**src/nusd_defs.vh**
```
// Constants for the noise update step decider.
// Fixed point: thresholds in Q8.8 (value*256) unless noted; estimates unsigned Q16.16.
`ifndef NUSD_DEFS_VH
`define NUSD_DEFS_VH
// Register byte offsets
`define NUSD_OFF_CTRL      12'h000
`define NUSD_OFF_STATUS    12'h004
`define NUSD_OFF_FEAT0     12'h008
`define NUSD_OFF_FEAT1     12'h00C
`define NUSD_OFF_FEAT2     12'h010
`define NUSD_OFF_FEAT3     12'h014
`define NUSD_OFF_BAND_IDX  12'h018
`define NUSD_OFF_BAND_EST  12'h01C
`define NUSD_OFF_BAND_CAND 12'h020
`define NUSD_OFF_RATE      12'h024
`define NUSD_OFF_COUNT     12'h028
// Control bits
`define NUSD_CTRL_START    0
`define NUSD_CTRL_WIDEBW   1
`define NUSD_CTRL_DTX      2
`define NUSD_CTRL_MODE3    3
// Geometry
`define NUSD_NBANDS        20
`define NUSD_BAND_W        5
// Thresholds (Q8.8, except NUSD_TH_CFU_30 and NUSD_INIT_FRAMES, which are plain counts)
`define NUSD_TH_NTR        16'h012C
`define NUSD_TH_CEV_MUS    16'h00E6
`define NUSD_TH_APRED_FULL 16'h00D9
`define NUSD_TH_NDIST      16'h2800
`define NUSD_TH_CHARMB     16'h5000
`define NUSD_TH_PCOUNT     16'h0080
`define NUSD_TH_APRED_80   16'h00CD
`define NUSD_TH_APRED_70   16'h00B3
`define NUSD_TH_CHARM_50   16'h3200
`define NUSD_TH_APRED_60   16'h009A
`define NUSD_TH_CHARM_100  16'h6400
`define NUSD_TH_HACO_10    16'h001A
`define NUSD_TH_HACO_15    16'h0026
`define NUSD_TH_CHARM_80   16'h5000
`define NUSD_TH_CFU_30     16'h001E
`define NUSD_INIT_FRAMES   16'h0096
// Estimate constants
`define NUSD_EMIN2         32'h00000002
`define NUSD_MUL_098       16'h00FB
`define NUSD_RATE_W        16'h0033
`define NUSD_RATE_ONE      16'h0100
// Step codes
`define NUSD_STEP_0        2'h0
`define NUSD_STEP_1        2'h1
`define NUSD_STEP_01       2'h2
`define NUSD_STEP_001      2'h3
`endif

```
**src/nusd_band_math.v**
```verilog
// Per-band update arithmetic for one noise estimate.
// Assumes unsigned Q16.16 estimates; purely combinational.
`timescale 1ns/1ps
`include "nusd_defs.vh"
module nusd_band_math (
  input  wire [1:0]  step,
  input  wire        music,
  input  wire [31:0] est,
  input  wire [31:0] cand,
  output reg  [31:0] nxt_est
);
  reg [47:0] prod;
  reg [31:0] diff;
  reg        up;
  // Move the estimate toward the candidate by the chosen step; step 0 with music scales an estimate above NUSD_EMIN2 by NUSD_MUL_098
  always @* begin
    prod    = 48'h0;
    up      = (cand >= est);
    diff    = up ? (cand - est) : (est - cand);
    nxt_est = est;
    case (step)
      `NUSD_STEP_1: nxt_est = cand;
      `NUSD_STEP_01: begin
        nxt_est = up ? est + diff / 32'hA : est - diff / 32'hA;
      end
      `NUSD_STEP_001: begin
        nxt_est = up ? est + diff / 32'h64 : est - diff / 32'h64;
      end
      default: begin
        if (music && est > `NUSD_EMIN2) begin
          prod    = est * `NUSD_MUL_098;
          nxt_est = prod[39:8];
        end
      end
    endcase
  end
endmodule

```
**src/nusd_top.v**
```verilog
// Noise update step decider with activity flag combiner, APB slave.
// Assumes upstream stages write features then pulse start once per frame.
`timescale 1ns/1ps
`include "nusd_defs.vh"
module nusd_top (
  input  wire        pclk,
  input  wire        presetn,
  input  wire        psel,
  input  wire        penable,
  input  wire        pwrite,
  input  wire [11:0] paddr,
  input  wire [31:0] pwdata,
  output reg  [31:0] prdata,
  output reg         pready,
  output reg         pslverr,
  output reg         frame_done,
  output reg         local_activity_high_eff,
  output reg         local_activity_flag,
  output reg         combined_activity_flag,
  output reg         activity_with_hangover
);
  // Sequencer states
  localparam ST_IDLE = 2'h0;
  localparam ST_BAND = 2'h1;
  localparam ST_DONE = 2'h2;

  // Band memories, not reset: software loads them before the first frame
  reg [31:0] band_noise_estimate [0:`NUSD_NBANDS-1];
  reg [31:0] band_cand_ff [0:`NUSD_NBANDS-1];
  // Register file written over the bus
  reg [31:0] feat0_ff, feat1_ff, feat2_ff, feat3_ff;
  reg [3:0]  ctrl_ff;
  reg [4:0]  bidx_ff;
  // Frame sequencer state
  reg [1:0]  state_ff;
  reg [4:0]  band_ff;
  reg [1:0]  step_ff;
  reg        music_ff;
  // Prevented-update counter, smoothed rate and frame count
  reg [15:0] cfu_ff;
  reg [15:0] rate_ff;
  reg [15:0] frames_ff;
  // Hangover frames still to run
  reg [3:0]  hang_ff;

  // Flag inputs from the low half of the status word, one bit each
  reg  [15:0] fl_ff;
  // Pitch count from the high half of the status word, Q8.8
  reg  [15:0] pcount_ff;

  // Feature fields, Q8.8 each
  wire [15:0] ntr_cnt              = feat0_ff[15:0];
  wire [15:0] longterm_correlation = feat0_ff[31:16];
  wire [15:0] apred                = feat1_ff[15:0];
  wire [15:0] act_pred             = feat1_ff[31:16];
  wire [15:0] charm                = feat2_ff[15:0];
  wire [15:0] charmb               = feat2_ff[31:16];
  wire [15:0] ndist                = feat3_ff[15:0];
  wire [15:0] chaco                = feat3_ff[31:16];

  // Mask and the four pause detectors
  wire        pause_nonupdate_ok   = fl_ff[0];
  wire        bg_mask              = fl_ff[1];
  wire        bg_dyn               = fl_ff[2];
  wire        bg_track             = fl_ff[3];
  wire        bg_new               = fl_ff[4];
  // Start-up and full-step helper terms
  wire        ini_raw              = fl_ff[5];
  wire        near_dist            = fl_ff[6];
  wire        ini_pause            = fl_ff[7];
  // Small-step helper terms and long-term noise level
  wire        pau_a                = fl_ff[8];
  wire        pau_b                = fl_ff[9];
  wire        harm_low_lvl         = fl_ff[10];
  wire        drop_alt             = fl_ff[11];
  wire        lt_noise             = fl_ff[12];
  // Sub-detector decisions for the activity combiner
  wire        first_subdetector    = fl_ff[13];
  wire        second_subdetector   = fl_ff[14];
  wire        third_detector_flag  = fl_ff[15];
  // Nonupdate metric at zero feeds the rate smoother
  wire        pnup_zero            = pause_nonupdate_ok;
  // Pitch count above one half
  wire        pcount_ok            = (pcount_ff > `NUSD_TH_PCOUNT);

  // Update permission; the start-up term bypasses the mask
  wire init_update_ok = ini_raw && (frames_ff < `NUSD_INIT_FRAMES);
  wire upd_ok = (bg_mask && (pause_nonupdate_ok || bg_dyn || bg_track || bg_new))
                || init_update_ok;

  // Music test, used only when no update is allowed
  wire is_music = (ntr_cnt > `NUSD_TH_NTR) && (longterm_correlation > `NUSD_TH_CEV_MUS)
                  && lt_noise;

  // Full step: prediction limit, pause flag and one of three alternatives
  wire alt_a = near_dist && (ndist < `NUSD_TH_NDIST);
  wire alt_b = (cfu_ff == 16'h0000) && (charmb > `NUSD_TH_CHARMB)
               && pcount_ok;
  wire alt_c = init_update_ok && ini_pause;
  wire full_ok = (apred < `NUSD_TH_APRED_FULL) && pause_nonupdate_ok
                 && (alt_a || alt_b || alt_c);

  // Tenth step: any of four conditions, three of them pause-based
  wire tenth_act = (act_pred < `NUSD_TH_APRED_80) && (pause_nonupdate_ok || pau_a)
                   && (chaco < `NUSD_TH_HACO_10);
  wire tenth_pause = (act_pred < `NUSD_TH_APRED_70) && pau_b
                     && (chaco < `NUSD_TH_HACO_15);
  wire tenth_stuck = (charm > `NUSD_TH_CHARM_50) && (cfu_ff > `NUSD_TH_CFU_30)
                     && pause_nonupdate_ok && pcount_ok;
  wire tenth_ok = tenth_act || tenth_pause
                  || harm_low_lvl || tenth_stuck;

  // Hundredth step: pause clear, low count and one further term
  wire drop_ok = !pause_nonupdate_ok && (charm < `NUSD_TH_CHARM_50)
                 && ((apred > `NUSD_TH_APRED_60) || drop_alt);

  // Counter increment when no step was taken
  wire fail_cnt = pause_nonupdate_ok || (charm > `NUSD_TH_CHARM_100);

  reg [1:0] nxt_step;
  // Step selection for the frame
  always @* begin
    nxt_step = `NUSD_STEP_0;
    if (upd_ok) begin
      if (full_ok)
        nxt_step = `NUSD_STEP_1;
      else if (tenth_ok)
        nxt_step = drop_ok ? `NUSD_STEP_001 : `NUSD_STEP_01;
    end
  end

  // Band arithmetic for the band in turn
  wire [31:0] nxt_band;
  nusd_band_math u_math (
    .step    (step_ff),
    .music   (music_ff),
    .est     (band_noise_estimate[band_ff]),
    .cand    (band_cand_ff[band_ff]),
    .nxt_est (nxt_band)
  );

  // Smoothed update rate, Q8.8
  wire [31:0] rate_mix = rate_ff * (`NUSD_RATE_ONE - `NUSD_RATE_W)
                         + (pnup_zero ? `NUSD_RATE_ONE * `NUSD_RATE_W : 32'h0);

  // Bus write strobe and frame start
  wire        apb_wr = psel && penable && pwrite && pready;
  wire        start  = apb_wr && (paddr == `NUSD_OFF_CTRL) && pwdata[`NUSD_CTRL_START];

  // Frame sequencer
  always @(posedge pclk or negedge presetn) begin
    if (!presetn) begin
      state_ff   <= ST_IDLE;
      band_ff    <= 5'h00;
      step_ff    <= `NUSD_STEP_0;
      music_ff   <= 1'b0;
      cfu_ff     <= 16'h0000;
      rate_ff    <= 16'h0000;
      frames_ff  <= 16'h0000;
      frame_done <= 1'b0;
    end else begin
      frame_done <= 1'b0;
      case (state_ff)
        // Decide the step and latch the music test on start
        ST_IDLE: begin
          if (start) begin
            step_ff  <= nxt_step;
            music_ff <= !upd_ok && is_music;
            band_ff  <= 5'h00;
            state_ff <= ST_BAND;
            if (nxt_step != `NUSD_STEP_0)
              cfu_ff <= 16'h0001;
            else if (upd_ok && fail_cnt && cfu_ff != 16'hFFFF)
              cfu_ff <= cfu_ff + 16'h0001;
          end
        end
        // One band per cycle
        ST_BAND: begin
          if (band_ff == `NUSD_NBANDS - 1)
            state_ff <= ST_DONE;
          else
            band_ff <= band_ff + 5'h01;
        end
        // Close the frame
        ST_DONE: begin
          rate_ff    <= rate_mix[23:8];
          if (frames_ff != 16'hFFFF)
            frames_ff <= frames_ff + 16'h0001;
          frame_done <= 1'b1;
          state_ff   <= ST_IDLE;
        end
        default: state_ff <= ST_IDLE;
      endcase
    end
  end

  // Band memory: sequencer writes estimates in band phase, software outside it; software writes candidates in any state
  always @(posedge pclk) begin
    if (state_ff == ST_BAND)
      band_noise_estimate[band_ff] <= nxt_band;
    else if (apb_wr && paddr == `NUSD_OFF_BAND_EST)
      band_noise_estimate[bidx_ff] <= pwdata;
    if (apb_wr && paddr == `NUSD_OFF_BAND_CAND)
      band_cand_ff[bidx_ff] <= pwdata;
  end

  // Activity combination with hangover
  wire prelim   = ctrl_ff[`NUSD_CTRL_WIDEBW] ? (first_subdetector || second_subdetector)
                                            : first_subdetector;
  wire merged   = ctrl_ff[`NUSD_CTRL_MODE3] ? (prelim || third_detector_flag) : prelim;

  // Hangover counter and output flags, updated once per frame
  always @(posedge pclk or negedge presetn) begin
    if (!presetn) begin
      hang_ff                 <= 4'h0;
      local_activity_high_eff <= 1'b0;
      local_activity_flag     <= 1'b0;
      combined_activity_flag  <= 1'b0;
      activity_with_hangover  <= 1'b0;
    end else if (state_ff == ST_DONE) begin
      hang_ff <= merged ? 4'h7 : (hang_ff != 4'h0 ? hang_ff - 4'h1 : 4'h0);
      local_activity_high_eff <= first_subdetector;
      local_activity_flag     <= first_subdetector;
      activity_with_hangover  <= merged || (hang_ff != 4'h0);
      combined_activity_flag  <= ctrl_ff[`NUSD_CTRL_DTX] ? (merged || hang_ff != 4'h0)
                                                        : merged;
    end
  end

  // APB register writes and reads, zero wait
  always @(posedge pclk or negedge presetn) begin
    if (!presetn) begin
      ctrl_ff  <= 4'h0;
      bidx_ff  <= 5'h00;
      feat0_ff <= 32'h0;
      feat1_ff <= 32'h0;
      feat2_ff <= 32'h0;
      feat3_ff <= 32'h0;
      fl_ff    <= 16'h0000;
      pcount_ff <= 16'h0000;
      prdata   <= 32'h0;
      pready   <= 1'b0;
      pslverr  <= 1'b0;
    end else begin
      pready  <= psel && !penable;
      pslverr <= 1'b0;
      if (apb_wr) begin
        case (paddr)
          `NUSD_OFF_CTRL:     ctrl_ff  <= {pwdata[3:1], 1'b0};
          `NUSD_OFF_STATUS: begin
            fl_ff     <= pwdata[15:0];
            pcount_ff <= pwdata[31:16];
          end
          `NUSD_OFF_FEAT0:    feat0_ff <= pwdata;
          `NUSD_OFF_FEAT1:    feat1_ff <= pwdata;
          `NUSD_OFF_FEAT2:    feat2_ff <= pwdata;
          `NUSD_OFF_FEAT3:    feat3_ff <= pwdata;
          `NUSD_OFF_BAND_IDX: bidx_ff  <= pwdata[4:0];
          default: ;
        endcase
      end
      if (psel && !penable) begin
        case (paddr)
          `NUSD_OFF_CTRL:      prdata <= {26'h0, step_ff, ctrl_ff[3:1], state_ff != ST_IDLE};
          `NUSD_OFF_STATUS:    prdata <= {pcount_ff, fl_ff};
          `NUSD_OFF_FEAT0:     prdata <= feat0_ff;
          `NUSD_OFF_FEAT1:     prdata <= feat1_ff;
          `NUSD_OFF_FEAT2:     prdata <= feat2_ff;
          `NUSD_OFF_FEAT3:     prdata <= feat3_ff;
          `NUSD_OFF_BAND_IDX:  prdata <= {27'h0, bidx_ff};
          `NUSD_OFF_BAND_EST:  prdata <= band_noise_estimate[bidx_ff];
          `NUSD_OFF_BAND_CAND: prdata <= band_cand_ff[bidx_ff];
          `NUSD_OFF_RATE:      prdata <= {16'h0, rate_ff};
          `NUSD_OFF_COUNT:     prdata <= {cfu_ff, frames_ff};
          default: begin
            prdata  <= 32'h0;
          end
        endcase
      end
      // Addresses past the last register answer with an error
      if (psel && !penable && paddr > `NUSD_OFF_COUNT)
        pslverr <= 1'b1;
    end
  end
endmodule

```
**config.mk**
```make
export PLATFORM = sky130hd
export DESIGN_NAME = nusd_top
export DESIGN_NICKNAME = d
export VERILOG_FILES = /design/src/nusd_band_math.v /design/src/nusd_top.v
export VERILOG_INCLUDE_DIRS = /design/src
export SDC_FILE = /design/constraint.sdc
export NUM_CORES = 2
export LEC_CHECK = 0
export ABC_AREA = 1
export BUFFER_PORTS_ARGS = -buffer_cell sky130_fd_sc_hd__buf_2
export CORE_MARGIN = 4
export CORE_UTILIZATION = 25
export DETAILED_ROUTE_END_ITERATION = 10
export PLACE_DENSITY = 0.47
export SYNTH_ARGS = -nofsm -noshare
export SYNTH_HDL_FRONTEND = slang
export SYNTH_HIERARCHICAL = 1
export SYNTH_SLANG_ARGS = --single-unit
```
**constraint.sdc**
```tcl
create_clock -name pclk -period 26.5 [get_ports pclk]
set_clock_uncertainty 0.15 [all_clocks]
set_input_delay 0 -clock pclk [delete_from_list [all_inputs] [get_ports pclk]]
set_output_delay 0 -clock pclk [all_outputs]
set_load 0.005 [all_outputs]
```
==> key figures <==
Clock tree
  – Clk slew on worst S/H paths: 60 ps
  – Inserted Clock Buffers: 182
  – CTS tree: built
  – # H-tree levels: 4
  – Clock tree buffer depth: 4
  – Root buffer cell: clkbuf_16
  – Clock Latency Late Sink: 910 ps
  – Sink Count: 1548

Synthesis
  – Most common cell in the netlist: nand2_1
  – Seq cells post-synth: 1548
  – Seq/Total Area, Yosys: between 40% and 50%
  – Mapped cell area: 96300 um^2
  – Synth Flop Type: edfxtp_1
  – Synth warn: 6
  – Number of synthesized flops with an enable pin: 1280
  – Post-synth top area cell: edfxtp_1
  – Syn avg cell area: 8.91 um^2
  – Yosys top cell area share: ~40%
  – Synthesized net count: around 11000
  – Ys async rst share: 17.3%
  – Syn Inst Count: approximately 11000
  – Synth top area cells: edfxtp_1, nand2_1, dfrtp_1
  – Yosys cell types: 84
  – Most frequent cells after synthesis: nand2_1, edfxtp_1, o21ai_0

Route
  – Routed wire length: 402000 um
  – Post-DRT Antenna Nets: 0
  – DR vias/cell: 5.19
  – Wire per inst: 25.1 um
  – Initial DRC count: 8650
  – DR vias: between 80000 and 90000
  – First-pass detailed-route iteration total: 8
  – DR DRC count: 0

Placement
  – Pre-CTS setup slack: 1600 ps
  – DP Wirelength: around 260000 um
  – Gpl congestion: 0.932
  – Port bufs: 87

Layout
  – Layout Area Growth over Synthesis: 14.5%
  – Fraction of layout cells with a size suffix above 1: 12.8%
  – Post-layout net count: around 11000

GRT
  – GRT Total Usage: between 10% and 20%
  – Largest net degree at the start of global routing: 183
  – Vias in the first global route: between 70000 and 80000
  – Initial antenna violation count: 42
  – Grt ovf: 0
  – Global-route wire length before repair: 568000 um

Worst setup path
  – CP max FO: 43
  – Crit. Startpoint: band_ff[0]
  – Reg-to-Reg End: band_noise_estimate[6][30]
  – CP max-delay cell: dfrtp_4
  – Worst Setup EP: band_noise_estimate[6][30]
  – CP dominant cell by count: nand2_2
  – CP Capture Type: flip-flop
  – R2R Setup Slk: 2380 ps
  – Delay of the slowest cell on the worst path: 600 ps
  – Crit path launch type: flip-flop
  – Critical path arrival: 24570 ps
  – Worst endpoint required time: ~27000 ps
  – Worst Setup Path Type: flip-flop to flip-flop
  – Reg-to-Reg Start: band_ff[0]
  – R2r worst-path depth: 193

Floorplanning
  – Die W: 629 um
  – Row Count: 227
  – DIE AREA: ~400000 um^2
  – Die Height: 629 um
  – Core box area: 383000 um^2
  – Initial core utilization: 25.2%
  – I/O Pins: slightly below 90

Timing
  – RSZ-0062 raised after global routing: no
  – Final setup viols: 0
  – Final Hold Viols: 0
  – Final Critical Period: 24120 ps
  – Fmax: 41.5 MHz
  – Final Worst Setup Slack: 2380 ps
  – Slew Limit Fails: 0
  – Fin Setup TNS: 0 ps
  – Tcrit/Tclk final: 91.0%
  – Slew headroom: 13.0%
  – Worst Tran Pin Value: 1290 ps

Run
  – Max Cap Viol: 0

Outcome
  – Status: finished clean

Hold path
  – Tightest Hold Check Type: primary input to flip-flop
-- cell families (layout without fill, tap and decap cells) --
kind of cell | count (synthesis) | in the layout | share of synthesized area [%]
xor+xnor | 131 | 131 | 1.21
fa+ha+maj | 465 | 465 | 7.46
simple gates | 4351 | 4351 | 20.7
mux | 2 | 2 | 0.0208
other cells | 0 | 17 | 0
compound gates | 2793 | 2793 | 17.4
buf+inv | 1523 | 1677 | 6.40
flops | 1548 | 1548 | 46.9
-- stage by stage --
step           hold WS [ps]  util (%)  instance area [um^2]  std cells
6_report               70.4      28.8                110000      16000
5_1_grt                83.6      28.8                110000      16000
4_1_cts                36.3      28.6                109000      16000
3_5_place_dp          -56.6      27.0                103000      15600
3_3_place_gp          -61.2      27.0                103000      15600
2_1_floorplan          -446         -                 96300      10800
-- registers in the layout, summed over array words and instances (netlist names), 5 cells and up --
name,count
feat0_ff,32
band_cand_ff,640
pcount_ff,16
feat1_ff,32
rate_ff,16
feat3_ff,32
frames_ff,16
bidx_ff,5
prdata,32
band_noise_estimate,640
band_ff,5
feat2_ff,32
fl_ff,16
cfu_ff,16
-- layout by cell type, fill, tap and decap left out, types with 122 or more instances in the layout --
cell          n
nand2_1    2251
edfxtp_1   1280
o21ai_0    1209
nor2_1      867
inv_1       804
a22oi_1     518
nand3_1     451
a21oi_1     402
ha_1        279
dfrtp_1     263
nand2_2     248
buf_4       218
clkbuf_16   186
fa_1        182
o22ai_1     174
o221ai_1    122
-- worst min path at each step --
stage / from / endpoint / depth (start not counted)
3_5_place_dp: presetn / feat2_ff[18] / 1
5_1_grt: pwdata[4] / band_cand_ff[6][4] / 2
4_1_cts: paddr[6] / bidx_ff[1] / 8
3_3_place_gp: presetn / feat2_ff[16] / 1
2_1_floorplan: presetn / activity_with_hangover / 0
6_report: pwdata[8] / band_cand_ff[6][8] / 2
-- repair_timing --
| item | 4_1_cts | 5_1_grt |
|---|---|---|
| resized for setup | 0 | 71 |
| hold buffers | 48 | 0 |
| endpoints found under the setup margin | 0 | 200 |
| hold endpoints to repair | 1031 | 0 |
| buffers inserted | 0 | 28 |
-- worst max-delay path, delay by kind of cell, from the launching register on --
family	cells	cell delay, ps
adder cells (fa/ha/maj)	4	1320
buffers and inverters	24	2950
AO/OA/AOI/OAI	26	4420
flip-flops	1	600
AND/OR/NAND/NOR	136	13510
XOR/XNOR	3	740
-- metal layers --
layer  vias to the layer above  global-route usage (%)  part of all wire, %
li1                      37800                       -                    -
met4                         6                    6.77                  3.9
met2                      3532                    31.5                   46
met3                       631                    2.54                  7.4
met1                     41200                    26.3                   43
met5                         -                       0               0.0097
-- final cells by class --
cell class | instances | area (um^2)
clock inverters | 77 | 657
inverters | 963 | 3780
multi-input cells | 7742 | 45900
well taps | 5038 | 6300
clock buffers | 235 | 4870
fillers | 40400 | 273000
repair inverters | 1 | 11.3
repair buffers | 401 | 3530
diodes | 17 | 42.5
flip-flops and latches | 1548 | 45200
Power is not shown: default switching activity piles up to over one toggle a cycle in this logic, so the estimate is an artifact.
